===== config.mk =====
export PLATFORM = sky130hd
export DESIGN_NAME = bridge_control_interrupt_regs
export DESIGN_NICKNAME = d
export VERILOG_FILES = /design/src/logic/bridge_ctl_pkg.sv /design/src/logic/fwd_decode_if.sv /design/src/logic/fwd_decode.sv /design/src/logic/bridge_control_interrupt_regs.sv
export SDC_FILE = /design/constraint.sdc
export NUM_CORES = 1
export LEC_CHECK = 0
export BUFFER_PORTS_ARGS = -buffer_cell sky130_fd_sc_hd__buf_4
export CAP_MARGIN = 5
export CELL_PAD_IN_SITES_DETAIL_PLACEMENT = 0
export CELL_PAD_IN_SITES_GLOBAL_PLACEMENT = 1
export CORE_ASPECT_RATIO = 1.5
export CORE_MARGIN = 2
export CORE_UTILIZATION = 37
export CTS_BUF_LIST = sky130_fd_sc_hd__clkbuf_2
export DETAILED_ROUTE_END_ITERATION = 10
export GPL_ROUTABILITY_DRIVEN = 0
export PLACE_DENSITY = 0.91
export SKIP_CTS_REPAIR_TIMING = 1
export SYNTH_ARGS = -nofsm -noshare
export SYNTH_HDL_FRONTEND = slang
export SYNTH_HIERARCHICAL = 1
export SYNTH_SLANG_ARGS = --single-unit

===== constraint.sdc =====
create_clock -name clk -period 2.7 [get_ports clk]
set_input_delay 0.135 -clock clk [delete_from_list [all_inputs] [get_ports clk]]
set_output_delay 0.135 -clock clk [all_outputs]
set_load 0.01 [all_outputs]

===== src/logic/bridge_ctl_pkg.sv =====
// Purpose: shared constants for the bridge control and interrupt dword
// Assumes: 32-bit classic wishbone, byte addresses, one aligned word each
// Notes:   offsets are byte addresses; field positions index the 0x3c dword
`default_nettype none
package bridge_ctl_pkg;
   // register byte offsets
   localparam logic [7:0] OFS_CTRL_DWORD = 8'h3c;  // routing, pin id, control
   localparam logic [7:0] OFS_IRQ_STATUS = 8'h40;  // sticky event bits
   localparam logic [7:0] OFS_IRQ_MASK   = 8'h44;  // per-event enables
   // field positions inside the 0x3c dword
   localparam int ROUTE_LSB      = 0;
   localparam int PIN_ID_LSB     = 8;
   localparam int BIT_POISON_EN  = 16;
   localparam int BIT_ERR_FWD_EN = 17;
   localparam int BIT_ISA_EN     = 18;
   localparam int BIT_VGA_EN     = 19;
   localparam int BIT_VGA_16BIT  = 20;
   localparam int BIT_SEC_RESET  = 22;
   // writable control bits; all others in 31:16 read zero
   localparam logic [31:0] CTRL_WR_MASK = 32'h005f_0000;
   // reset values
   localparam logic [7:0]  ROUTE_RESET  = 8'h00;
   localparam logic [7:0]  PIN_ID_RESET = 8'h00;
   localparam logic [31:0] CTRL_RESET   = 32'h0000_0000;
   // interrupt event bits
   localparam int EV_HOTPLUG = 0;
   localparam int EV_POISON  = 1;
   localparam int EV_ERR_MSG = 2;
   localparam int NUM_EV     = 3;
   // legacy vga memory window
   localparam logic [31:0] VGA_MEM_LO = 32'h000a_0000;
   localparam logic [31:0] VGA_MEM_HI = 32'h000b_ffff;
   // legacy vga i/o ranges on address bits 9:0
   localparam logic [9:0]  VGA_IO_A_LO = 10'h3b0;
   localparam logic [9:0]  VGA_IO_A_HI = 10'h3bb;
   localparam logic [9:0]  VGA_IO_B_LO = 10'h3c0;
   localparam logic [9:0]  VGA_IO_B_HI = 10'h3df;
   // error message kinds
   typedef enum logic [1:0] {
      ERR_COR      = 2'b00,
      ERR_NONFATAL = 2'b01,
      ERR_FATAL    = 2'b10
   } err_kind_t;
endpackage
`default_nettype wire


===== src/logic/fwd_decode_if.sv =====
// Purpose: carries one address decode between the register block and decoder
// Assumes: single clock, combinational answer
// Notes:   the register side drives the request and the control bits
`default_nettype none
interface fwd_decode_if;
   logic [31:0] addr;       // transaction address
   logic        is_io;      // i/o space when high, memory otherwise
   logic        in_window;  // inside the base/limit window
   logic        isa_en;     // control bit copies
   logic        vga_en;
   logic        vga_16bit;
   logic        fwd_down;   // decoder answers
   logic        fwd_up;
   logic        vga_hit;
   modport regs    (output addr, is_io, in_window, isa_en, vga_en, vga_16bit,
                    input fwd_down, fwd_up, vga_hit);
   modport decoder (input addr, is_io, in_window, isa_en, vga_en, vga_16bit,
                    output fwd_down, fwd_up, vga_hit);
endinterface
`default_nettype wire


===== src/logic/fwd_decode.sv =====
// Purpose: routes one address by the isa and vga control bits
// Assumes: window hit already worked out by the caller
// Notes:   purely combinational; the caller registers the answer
`default_nettype none
module fwd_decode
   import bridge_ctl_pkg::*;
(
   // decode request and answer
   fwd_decode_if.decoder dec
);
   logic       low_64k;   // i/o address below 64KB
   logic       alias_ok;  // upper i/o bits allow a vga match
   logic       io_vga;    // vga i/o range hit
   logic       mem_vga;   // vga memory range hit
   logic       isa_top;   // top 768 bytes of a 1KB block
   logic [9:0] lo10;      // low ten address bits

   assign lo10    = dec.addr[9:0];
   assign low_64k = (dec.addr[31:16] == 16'h0000);
   // ten-bit decode lets aliases in bits 15:10 match
   assign alias_ok = dec.vga_16bit ? (dec.addr[15:10] == 6'h00) : 1'b1;
   assign io_vga = dec.is_io && low_64k && alias_ok &&
                   (((lo10 >= VGA_IO_A_LO) && (lo10 <= VGA_IO_A_HI)) ||
                    ((lo10 >= VGA_IO_B_LO) && (lo10 <= VGA_IO_B_HI)));
   assign mem_vga = !dec.is_io && (dec.addr >= VGA_MEM_LO) &&
                    (dec.addr <= VGA_MEM_HI);
   // offsets 100h..3ffh of each 1KB block
   assign isa_top = dec.is_io && low_64k && (dec.addr[9:8] != 2'b00);

   // vga overrides the window; clear vga bit ignores the range
   assign dec.vga_hit  = dec.vga_en && (io_vga || mem_vga);
   assign dec.fwd_up   = dec.is_io && dec.in_window && dec.isa_en && isa_top
                         && !dec.vga_hit;
   assign dec.fwd_down = dec.vga_hit ||
                         (dec.in_window && !dec.fwd_up);
endmodule // fwd_decode
`default_nettype wire


===== src/logic/bridge_control_interrupt_regs.sv =====
// Purpose: bridge control dword, pin identifier and event interrupts
// Assumes: classic wishbone slave, one clock, inputs synchronous to clk
// Notes:   ack comes one cycle after a request is seen, then drops
`default_nettype none
module bridge_control_interrupt_regs
   import bridge_ctl_pkg::*;
#(
   parameter bit IS_UPSTREAM = 1'b0, // upstream port drives every reset
   parameter int NUM_RST     = 1     // reset outputs driven by this port
)(
   // clock and reset
   input  wire logic                clk,
   input  wire logic                resetn,
   // wishbone slave
   input  wire logic                wb_cyc_i,
   input  wire logic                wb_stb_i,
   input  wire logic                wb_we_i,
   input  wire logic [7:0]          wb_adr_i,
   input  wire logic [3:0]          wb_sel_i,
   input  wire logic [31:0]         wb_dat_i,
   output logic      [31:0]         wb_dat_o,
   output logic                     wb_ack_o,
   // pin identifier reload from management bus or eeprom
   input  wire logic                pin_id_load,
   input  wire logic [7:0]          pin_id_value,
   // events from the port
   input  wire logic                hotplug_event,
   input  wire logic                poison_seen,
   input  wire logic                err_msg_valid,
   input  wire logic [1:0]          err_msg_kind,
   // address decode request
   input  wire logic                dec_valid,
   input  wire logic [31:0]         dec_addr,
   input  wire logic                dec_is_io,
   input  wire logic                dec_in_window,
   // results
   output logic                     poison_report,
   output logic                     err_fwd_valid,
   output logic      [1:0]          err_fwd_kind,
   output logic                     fwd_valid,
   output logic                     fwd_down,
   output logic                     fwd_up,
   output logic                     fwd_vga,
   output logic      [NUM_RST-1:0]  port_rst_n,
   output logic                     irq
);
   // refuse port shapes that the reset fan-out cannot serve
   if (NUM_RST < 1 || (!IS_UPSTREAM && NUM_RST != 1))
   begin : g_bad_num_rst
      $error("NUM_RST must be 1 on a downstream port and at least 1");
   end

   logic              req;          // new bus request this cycle
   logic              wr;           // request is a write
   logic [31:0]       bmask;        // byte enables spread to bits
   logic [7:0]        route_q;      // interrupt routing byte, software only
   logic [7:0]        pin_id_q;     // interrupt pin identifier
   logic [31:0]       ctrl_q;       // writable bridge control bits
   logic [NUM_EV-1:0] status_q;     // sticky events
   logic [NUM_EV-1:0] mask_q;       // event enables
   logic [NUM_EV-1:0] ev;           // events this cycle
   logic [NUM_EV-1:0] clr;          // write-one-to-clear strobes
   logic [31:0]       dword;        // assembled 0x3c value
   logic [31:0]       rdata;        // read mux

   fwd_decode_if dif ();

   assign req = wb_cyc_i && wb_stb_i && !wb_ack_o;
   assign wr  = req && wb_we_i;

   // byte enables widened to a bit mask
   genvar gb;
   generate
      for (gb = 0; gb < 4; gb++)
      begin : g_bmask
         assign bmask[gb*8 +: 8] = {8{wb_sel_i[gb]}};
      end
   endgenerate

   // hardwired and reserved bits come out as zero through the mask
   assign dword = (ctrl_q & CTRL_WR_MASK) |
                  {16'h0000, pin_id_q, route_q};

   // bus ack: one cycle after the request, dropped the cycle after
   always_ff @(posedge clk or negedge resetn)
   begin
      if (!resetn)
         wb_ack_o <= 1'b0;
      else
         wb_ack_o <= req;
   end

   // read mux; unmapped offsets answer zero with a normal ack
   always_comb
   begin
      unique case (wb_adr_i & 8'hfc)
         OFS_CTRL_DWORD: rdata = dword;
         OFS_IRQ_STATUS: rdata = {{(32-NUM_EV){1'b0}}, status_q};
         OFS_IRQ_MASK:   rdata = {{(32-NUM_EV){1'b0}}, mask_q};
         default:        rdata = 32'h0000_0000;
      endcase
   end

   // read data is latched with the ack so it stands from a flop
   always_ff @(posedge clk or negedge resetn)
   begin
      if (!resetn)
         wb_dat_o <= 32'h0000_0000;
      else if (req && !wb_we_i)
         wb_dat_o <= rdata;
   end

   // routing byte: stored only, nothing in the block reads it
   always_ff @(posedge clk or negedge resetn)
   begin
      if (!resetn)
         route_q <= ROUTE_RESET;
      else if (wr && (wb_adr_i & 8'hfc) == OFS_CTRL_DWORD && wb_sel_i[0])
         route_q <= wb_dat_i[ROUTE_LSB +: 8];
   end

   // pin identifier: read-only to the bus, reloaded by management on a downstream port only
   always_ff @(posedge clk or negedge resetn)
   begin
      if (!resetn)
         pin_id_q <= PIN_ID_RESET;
      else if (pin_id_load && !IS_UPSTREAM)
         pin_id_q <= pin_id_value;
   end

   // writable control bits; only the mask bits ever take a one
   always_ff @(posedge clk or negedge resetn)
   begin
      if (!resetn)
         ctrl_q <= CTRL_RESET;
      else if (wr && (wb_adr_i & 8'hfc) == OFS_CTRL_DWORD)
         ctrl_q <= (ctrl_q & ~(bmask & CTRL_WR_MASK)) |
                   (wb_dat_i & bmask & CTRL_WR_MASK);
   end

   // events; a poisoned packet counts only while detection is on
   assign ev[EV_HOTPLUG] = hotplug_event;
   assign ev[EV_POISON]  = poison_seen && ctrl_q[BIT_POISON_EN];
   assign ev[EV_ERR_MSG] = err_msg_valid && ctrl_q[BIT_ERR_FWD_EN];
   assign clr = (wr && (wb_adr_i & 8'hfc) == OFS_IRQ_STATUS && wb_sel_i[0])
                ? wb_dat_i[NUM_EV-1:0] : '0;

   // sticky status: an event in the clearing cycle survives
   always_ff @(posedge clk or negedge resetn)
   begin
      if (!resetn)
         status_q <= '0;
      else
         status_q <= (status_q & ~clr) | ev;
   end

   // mask register
   always_ff @(posedge clk or negedge resetn)
   begin
      if (!resetn)
         mask_q <= '0;
      else if (wr && (wb_adr_i & 8'hfc) == OFS_IRQ_MASK && wb_sel_i[0])
         mask_q <= wb_dat_i[NUM_EV-1:0];
   end

   // level interrupt, doubling as the INTA virtual wire level
   always_ff @(posedge clk or negedge resetn)
   begin
      if (!resetn)
         irq <= 1'b0;
      else
         irq <= |(status_q & mask_q);
   end

   // poisoned packet report pulse
   always_ff @(posedge clk or negedge resetn)
   begin
      if (!resetn)
         poison_report <= 1'b0;
      else
         poison_report <= poison_seen && ctrl_q[BIT_POISON_EN];
   end

   // error message forwarding, blocked while the enable is clear
   always_ff @(posedge clk or negedge resetn)
   begin
      if (!resetn)
      begin
         err_fwd_valid <= 1'b0;
         err_fwd_kind  <= ERR_COR;
      end
      else
      begin
         err_fwd_valid <= err_msg_valid && ctrl_q[BIT_ERR_FWD_EN];
         if (err_msg_valid)
            err_fwd_kind <= err_msg_kind;
      end
   end

   // hot reset: every output follows bit 22; a downstream port has one
   genvar gr;
   generate
      for (gr = 0; gr < NUM_RST; gr++)
      begin : g_rst
         always_ff @(posedge clk or negedge resetn)
         begin
            if (!resetn)
               port_rst_n[gr] <= 1'b1;
            else
               port_rst_n[gr] <= !ctrl_q[BIT_SEC_RESET];
         end
      end
   endgenerate

   // address decode through the shared decoder
   assign dif.addr      = dec_addr;
   assign dif.is_io     = dec_is_io;
   assign dif.in_window = dec_in_window;
   assign dif.isa_en    = ctrl_q[BIT_ISA_EN];
   assign dif.vga_en    = ctrl_q[BIT_VGA_EN];
   assign dif.vga_16bit = ctrl_q[BIT_VGA_16BIT];

   fwd_decode u_dec (
      .dec (dif.decoder)
   );

   // decode answer registered one cycle after the request
   always_ff @(posedge clk or negedge resetn)
   begin
      if (!resetn)
      begin
         fwd_valid <= 1'b0;
         fwd_down  <= 1'b0;
         fwd_up    <= 1'b0;
         fwd_vga   <= 1'b0;
      end
      else
      begin
         fwd_valid <= dec_valid;
         fwd_down  <= dec_valid && dif.fwd_down;
         fwd_up    <= dec_valid && dif.fwd_up;
         fwd_vga   <= dec_valid && dif.vga_hit;
      end
   end
endmodule // bridge_control_interrupt_regs
`default_nettype wire


## After elaboration in Yosys (flattened, before gate mapping)

Index checks and enable logic that the tools add are counted.

- $lt $le $gt $ge: 6
- Equality and inequality tests: 3
- Mux-type cells: 3
- Bitwise gates (word level): 9
- Reductions and logical operators: 42

Operators by type and width:

| operator | count |
|---|---|
| $pmux W23 S3 | 1 |
| $and A32 B32 Y32 | 1 |
| $ge A32 B20 Y1 const B | 1 |
| $le A32 B20 Y1 const B | 1 |
| $not A23 Y32 | 1 |
| $or A32 B23 Y32 | 1 |
| $logic_and A1 B1 Y1 | 29 |
| $and A23 B23 Y23 | 1 |
| $or A23 B16 Y23 | 1 |
| $ge A10 B10 Y1 const B | 2 |
| $le A10 B10 Y1 const B | 2 |
| $logic_not A16 Y1 | 1 |
| $eq A6 B5 Y1 const B | 2 |
| $and A3 B3 Y3 | 2 |
| $eq A6 B4 Y1 const B | 1 |
| $logic_not A1 Y1 | 6 |
| $logic_not A6 Y1 | 1 |
| $logic_or A1 B1 Y1 | 3 |
| $mux W3 | 1 |
| $not A3 Y3 | 1 |
| $or A3 B3 Y3 | 1 |
| $reduce_or A3 Y1 | 1 |
| $reduce_bool A2 Y1 | 1 |
| $mux W1 | 1 |

- Register bits: 97

## Longest topological paths before layout

Gate-level depths: netlist of the first run.

- Depth in word-level cells: 12
- Depth in mapped cells: 6
- Depth with buffers taken out: 6

## Cells and area by module

Netlist of the first run, hierarchy kept.

By module, submodules not included:

| module | times used | cells each | area each (um2) | sequential area each (um2) |
|---|---|---|---|---|
| bridge_control_interrupt_regs | 1 | 210 | 2541.2 | 1527.7 |
| fwd_decode | 1 | 26 | 172.7 | 0.0 |

## Least setup slack after synthesis of the first run

No wires, ideal clock.

- Kind: in2reg
- Start point: in dec_addr[23]
- End point: reg fwd_down
- Arrival: 1502 ps
- Slack: 1079 ps
- Stages on the path: 5
- Path buffers: 0
- Cells stage by stage: nor4_2 -> nand4_1 -> or4b_1 -> a221o_1 -> and2_1

- Word-level cells in the longest chain between the ends: 12

RTL lines:

| item | RTL line | text |
|---|---|---|
| start: declaration | bridge_control_interrupt_regs.sv:33 | `input wire logic [31:0] dec_addr,` |
| branches (longest 10 deep; another with $ge A32 B20 Y1) | - |  |
| $logic_or A1 B1 Y1 * | fwd_decode.sv:34 | `assign dec.fwd_down = dec.vga_hit \|\|` |
| net dif.fwd_down | fwd_decode_if.sv:12 | `logic fwd_down;` |
| $logic_and A1 B1 Y1 * | bridge_control_interrupt_regs.sv:240 | `fwd_down <= dec_valid && dif.fwd_down;` |
| end signal: assignment | bridge_control_interrupt_regs.sv:240 |  |
| end: declaration | bridge_control_interrupt_regs.sv:41 | `output logic fwd_down,` |

Mark *: on every way through the listed nets, which the timed path passes.
A chain may end at the register's enable or synchronous reset.

## Final worst setup path of the first run

- Start point: reg wb_ack_o
- End point: reg status_q[0]

- Word-level cells in the longest chain between the ends: 9

RTL lines:

| item | RTL line | text |
|---|---|---|
| start: declaration | bridge_control_interrupt_regs.sv:22 | `output logic wb_ack_o,` |
| start signal: assignment | bridge_control_interrupt_regs.sv:90 | `wb_ack_o <= req;` |
| $logic_not A1 Y1 | bridge_control_interrupt_regs.sv:68 | `assign req = wb_cyc_i && wb_stb_i && !wb_ack_o;` |
| $logic_and A1 B1 Y1 | bridge_control_interrupt_regs.sv:68 |  |
| $logic_and A1 B1 Y1 | bridge_control_interrupt_regs.sv:69 | `assign wr = req && wb_we_i;` |
| $logic_and A1 B1 Y1 (2 in a row) | bridge_control_interrupt_regs.sv:145 | `assign clr = (wr && (wb_adr_i & 8'hfc) == OFS_IRQ_STATUS && wb_sel_i[0])` |
| $mux W3 | bridge_control_interrupt_regs.sv:146 | `? wb_dat_i[NUM_EV-1:0] : '0;` |
| $not A3 Y3 | bridge_control_interrupt_regs.sv:154 | `status_q <= (status_q & ~clr) \| ev;` |
| $and A3 B3 Y3 | bridge_control_interrupt_regs.sv:154 |  |
| $or A3 B3 Y3 | bridge_control_interrupt_regs.sv:154 |  |
| end signal: assignment | bridge_control_interrupt_regs.sv:154 |  |
| end: declaration | bridge_control_interrupt_regs.sv:59 | `logic [NUM_EV-1:0] status_q;` |

No other way between the ends.

==> impl_metrics.ini, run 1 <==
[die]
pin_count = 141
dieWidth_um = 73.9
num_rows = 38
core_area_um2 = 7180
die_h_um = 109
start_util_pct = 37.8
dieArea_um2 = 8050

[sta]
tightest_slew_ns = 0.761
finalCriticalPeriod_ns = 2.00
tns_ns = 0
whs_ns = 0.0659
min_period_over_period_pct = 73.9
setup_viol = 0
finalMaxSlewViolations = 0
relSlewSlack_pct = 49.3
finClkSkew_ns = 0.0224
rsz0062_at_grt = no
hold_viol_final = 0
timing.fmax_mhz = 501
fin_ws_ns = 0.705

[detailed_routing]
drt-vias-per-instance = 4.73
top_layer = met4
vias = 2355
routed-wl-met3_um = 423
routedWlPerCell_um = 14.0
drt_iter0_drc = 155
met1Wirelength_mm = 2.51
postRouteAntennaNets = 0
wl_mm = 6.99
wl_met2_mm = 3.84
dr.pass1.iters = 4
remaining_drc_errors = 0

[hold_path]
holdCritPathClass = input pin to flip-flop

[placement]
port_buffers = 106
hpwlAfterDp_mm = 4.63
post-place-cells = 434
dp_worst_setup_slack_ns = 0.800

[worst_setup_path]
cp.arrival_ns = 2.36
critPathKind = flip-flop to flip-flop
cp_max_fo = 5
endpoint_kind = flip-flop
critPathRequiredTime_ns = 3.07
crit_path_start_kind = flip-flop

[cells_and_area]
syn2layout_area_growth_pct = 53.5
final-instance-count-excl-fill = 498
nets = 490
post-route-util_pct = 58.0
layout.cells.most_common = buf_4
drive_gt1_share_pct = 40.1
layout.cells.most_common_list = 107 x buf_4, 60 x dfrtp_1, 47 x dlygate4sd3_1

[grt]
grt_util_all_layers_pct = 16.7
grt_pass1_wl_mm = 9.92
grt_max_degree = 62
overflow = 0
antenna_found_initial = 1
first_global_vias = 2187

[clock_network]
cts-root-buf = clkbuf_2
clock_sinks = 61
clkLatencyLatePin_ns = 0.49
cts.clk_slew.worst_paths_ns = 0.18
cts-buffers-inserted = 9
cts_tree = built
clk_path_buf_depth = 2
htree_levels = 3

[power]
irDropWorstVdd_mv = 0.220
intPower_mw = 1.43
power.leakage_nw = 2.03
power_frac_seq_pct = 51.7
pwr-share-comb_pct = 15.2
sw_frac_of_total_pct = 23.8
clkPwrFrac_pct = 33.2
power_density_nw_per_um2 = 450
p_switching_uw = 447

[synth]
yosysTopAreaCellShare_pct = 55.3
yosysTopAreaCell = dfrtp_1
synth-seq-cells = 61
postSynthAreaPerCell_um2 = 11.5
yosys-top-cells-area = dfrtp_1 55%, mux2_2 12%, nand2_1 6.4%, o21ai_0 3.3%, buf_4 3.0%
seq_area_frac_synth_pct = 56.3
ys_types = 39
netlist_instances = 236
ys_warn_count = 6
synth_area_um2 = 2710

[outcome]
status = complete, no violations

[job]
max_cap_violations = 0
[through the flow]
| step | total power [mW] | area, µm² |
|---|---|---|
| 4_1_cts | 1.82 | 3690 |
| 3_3_place_gp | 1.19 | 3560 |
| 5_1_grt | 1.96 | 4170 |
| 2_1_floorplan | 1.07 | 2750 |
| 3_5_place_dp | 1.20 | 3560 |
| 6_report | 1.87 | 4170 |
[metal layers]
| layer | up-vias | GRT usage, % |
|---|---|---|
| li1 | 1121 | - |
| met1 | 1129 | 17.6 |
| met2 | 91 | 28.8 |
| met3 | 14 | 4.62 |
| met4 | 0 | 10.0 |
| met5 | - | 0 |
[area by class of cell]
cell class | instances | area [µm²]
tap | 100 | 125
antenna | 1 | 2.50
sequential | 61 | 1530
timing repair buffer | 154 | 1270
multi-input combinational | 161 | 1090
clock inverter | 6 | 77.6
fill | 632 | 3010
clock buffer | 10 | 50.0
inverter | 5 | 18.8
[registers in the layout, indices dropped and copies added (netlist names), named ones only]
register and count:
mask_q 3, wb_dat_o 22, err_fwd_kind 2, fwd_up 1, port_rst_n 1, err_fwd_valid 1
irq 1, route_q 8, fwd_vga 1, status_q 3, fwd_valid 1, poison_report 1
fwd_down 1, pin_id_q 8, wb_ack_o 1
[cell usage after synthesis (all sizes together)]
cell type / number
dfrtp: 60
nand2: 47
mux2: 30
o21ai: 18
buf: 13
nor2: 7
nand4: 6
and2: 5
clkbuf: 5
inv: 5
nand3: 5
nand4b: 4
a31oi: 3
nor3: 3
nor4: 3
a221o: 2
and4b: 2
and4bb: 2
nand2b: 2
nor4b: 2
a21oi: 1
a222oi: 1
a31o: 1
conb: 1
dfstp: 1
nand3b: 1
nand4bb: 1
nor2b: 1
nor3b: 1
o21a: 1
o31ai: 1
or4b: 1
[path summary, 6_finish.rpt]
| check | startpoint | to | slack, ns | cells past startpoint |
|---|---|---|---|---|
| worst max register to register | wb_ack_o | status_q[0] | 0.70 | 4 |
| worst min register to register | flip-flop | port_rst_n | 0.40 | 1 |
| worst min-delay path | wb_sel_i[0] | route_q[0] | 0.07 | 3 |
| worst max-delay path | wb_ack_o | status_q[0] | 0.70 | 4 |
| max in group asynchronous | resetn | wb_dat_o[13] | 1.94 | 2 |
| min in group asynchronous | resetn | route_q[1] | 0.25 | 2 |
[worst max-delay path, stage by stage, from the launching register on]
cell	delay [ns]
dfrtp_1	0.44
and4b_1	0.44
and4b_1	0.31
a31oi_1	0.12
dlygate4sd3_1	0.58
[power by group through the flow]
stage                     sequential (mW)  combinational (mW)  clock [mW]
after CTS                           0.968               0.212       0.642
after detailed placement            0.985               0.211           0
after floorplan                     0.984              0.0839           0
after global routing                0.973               0.310       0.679
final                               0.968               0.285       0.621
after global placement              0.983               0.206           0
[cells by family after synthesis]
group	count (synthesis)	share of synthesized area, %
AND/OR/NAND/NOR	93	20.1
other	1	0.138
flip-flops	61	56.3
AO/OA/AOI/OAI	28	6.18
buffers and inverters	23	4.80
multiplexers	30	12.4
(Power assumes the default switching activity.)
==> inputs of run 2 (changes only) <==
- CORE_UTILIZATION: 37 -> 35
- PLACE_DENSITY: 0.91 -> 0.87
- clock period: 2.7 -> 2 ns (I/O delays scaled with it)
==> run 2 against run 1 <==
Design area increased by 0.12%. Power increased by 35%. Worst hold slack got worse by 0.017 ns. First-iteration DRC count decreased by 38%. Via count decreased by 0.89%. Worst setup slack got worse by 0.24 ns. Critical path depth decreased by 1. Non-clock buffer count unchanged. Sequential power increased by 35%. Sequential share of layout area about the same. Sequential cell count unchanged.
==> impl_metrics.ini, run 2 (synthesized netlist as in run 1, its figures left out) <==
[cells_and_area]
post-route-util_pct = 55.1
nets = 490
regMostFlops = wb_dat_o
final-instance-count-excl-fill = 500
drive_gt1_share_pct = 40.1
largest_reg_flops = 22
layout.cells.most_common_list = 107 x buf_4, 60 x dfrtp_1, 47 x dlygate4sd3_1
layout.cells.most_common = buf_4
syn2layout_area_growth_pct = 53.7
top_regs = wb_dat_o: 22 flops, pin_id_q: 8 flops, route_q: 8 flops
fill_cells = 664

[placement]
hpwlAfterDp_mm = 4.73
port_buffers = 106
post-place-cells = 436
dp_worst_setup_slack_ns = 0.198

[sta]
timing.fmax_mhz = 652
rsz0062_at_grt = no
finalMaxSlewViolations = 0
tns_ns = 0
min_period_over_period_pct = 76.7
tightest_slew_ns = 0.770
setup_viol = 0
finClkSkew_ns = 0.0153
relSlewSlack_pct = 48.6
whs_ns = 0.0489
hold_viol_final = 0
finalCriticalPeriod_ns = 1.53
fin_ws_ns = 0.465

[worst_setup_path]
critPathLaunch = wb_ack_o
slowest_delay_ns = 0.44
cp_top_family = simple AND/OR/NAND/NOR gates
r2r_start = wb_ack_o
cp.buffers_inverters = 0
crit_chain = and4b_1 > nand4_4 > mux2_2
critPathKind = flip-flop to flip-flop
crit_path_start_kind = flip-flop
endpoint_kind = flip-flop
cp.arrival_ns = 1.91
cp_max_fo = 6
critPathRequiredTime_ns = 2.37
slowest_stage = dfrtp_1

[grt]
first_global_vias = 2245
grt_max_degree = 62
grt_pass1_wl_mm = 10.2
antenna_found_initial = 1
grt_util_all_layers_pct = 16.2
overflow = 0

[hold_path]
min-delay-start = wb_sel_i[2]
holdCritPathClass = input pin to flip-flop

[clock_network]
cts_tree = built
cts.clk_slew.worst_paths_ns = 0.15
clock_sinks = 61
cts-root-buf = clkbuf_2
clkLatencyLatePin_ns = 0.48
cts-buffers-inserted = 9
htree_levels = 3
clk_path_buf_depth = 2

[die]
dieArea_um2 = 8490
num_rows = 39
start_util_pct = 35.9
die_h_um = 112
core_area_um2 = 7560
dieWidth_um = 75.9
pin_count = 141

[detailed_routing]
remaining_drc_errors = 0
drt_iter0_drc = 96
routedWlPerCell_um = 13.8
postRouteAntennaNets = 0
drt-vias-per-instance = 4.67
dr.pass1.iters = 4
wl_mm = 6.89
vias = 2334

[job]
max_cap_violations = 0

[power]
irDropWorstVdd_mv = 0.291
power_density_nw_per_um2 = 605
power.leakage_nw = 2.03

[outcome]
status = complete, no violations
[run 2: worst paths after layout]
check                                  endpoint  slack [ns]  cells past startpoint
worst min register to register       port_rst_n        0.40                      1
worst max-delay path                  flip-flop        0.47                      3
worst min-delay path                  flip-flop        0.05                      3
max in group asynchronous       err_fwd_kind[0]        1.27                      2
min in group asynchronous           pin_id_q[7]        0.20                      2
worst max register to register        flip-flop        0.47                      3
[run 2: per-stage QoR]
step / power [mW] / cell area [µm²]
finish: 2.52 / 4170
global placement: 1.61 / 3570
global route: 2.64 / 4170
detailed placement: 1.62 / 3570
floorplan: 1.44 / 2750
CTS: 2.47 / 3700
[run 2: report_power, final]
part / switching, mW / internal (mW) / leakage [nW]
Clock: 0.427 / 0.417 / 0.0772
Sequential: 0.0290 / 1.28 / 0.813
Combinational: 0.141 / 0.231 / 1.14
Total: 0.596 / 1.93 / 2.03
[run 2: area by class of cell]
| cell class | count | area [µm²] | share of cell area [%] |
|---|---|---|---|
| Clock inverter | 5 | 75.1 | 1.80 |
| Antenna cell | 1 | 2.50 | 0.0600 |
| Clock buffer | 11 | 55.1 | 1.32 |
| Multi-Input combinational cell | 161 | 1090 | 26.1 |
| Sequential cell | 61 | 1530 | 36.6 |
| Timing Repair Buffer | 154 | 1270 | 30.5 |
| Inverter | 5 | 18.8 | 0.450 |
| Tap cell | 102 | 128 | 3.06 |
[run 2: worst register-to-register path, cell delays in order (launching register included)]
cell     delay [ns]
dfrtp_1        0.44
and4b_1        0.43
nand4_4        0.24
mux2_2         0.33
[run 2: metal layers]
metal | wire length [µm] | track usage (%)
met1 | 2440 | 16.2
met2 | 3860 | 28.4
met3 | 450 | 5.43
met4 | 141 | 8.30
met5 | 0 | 0
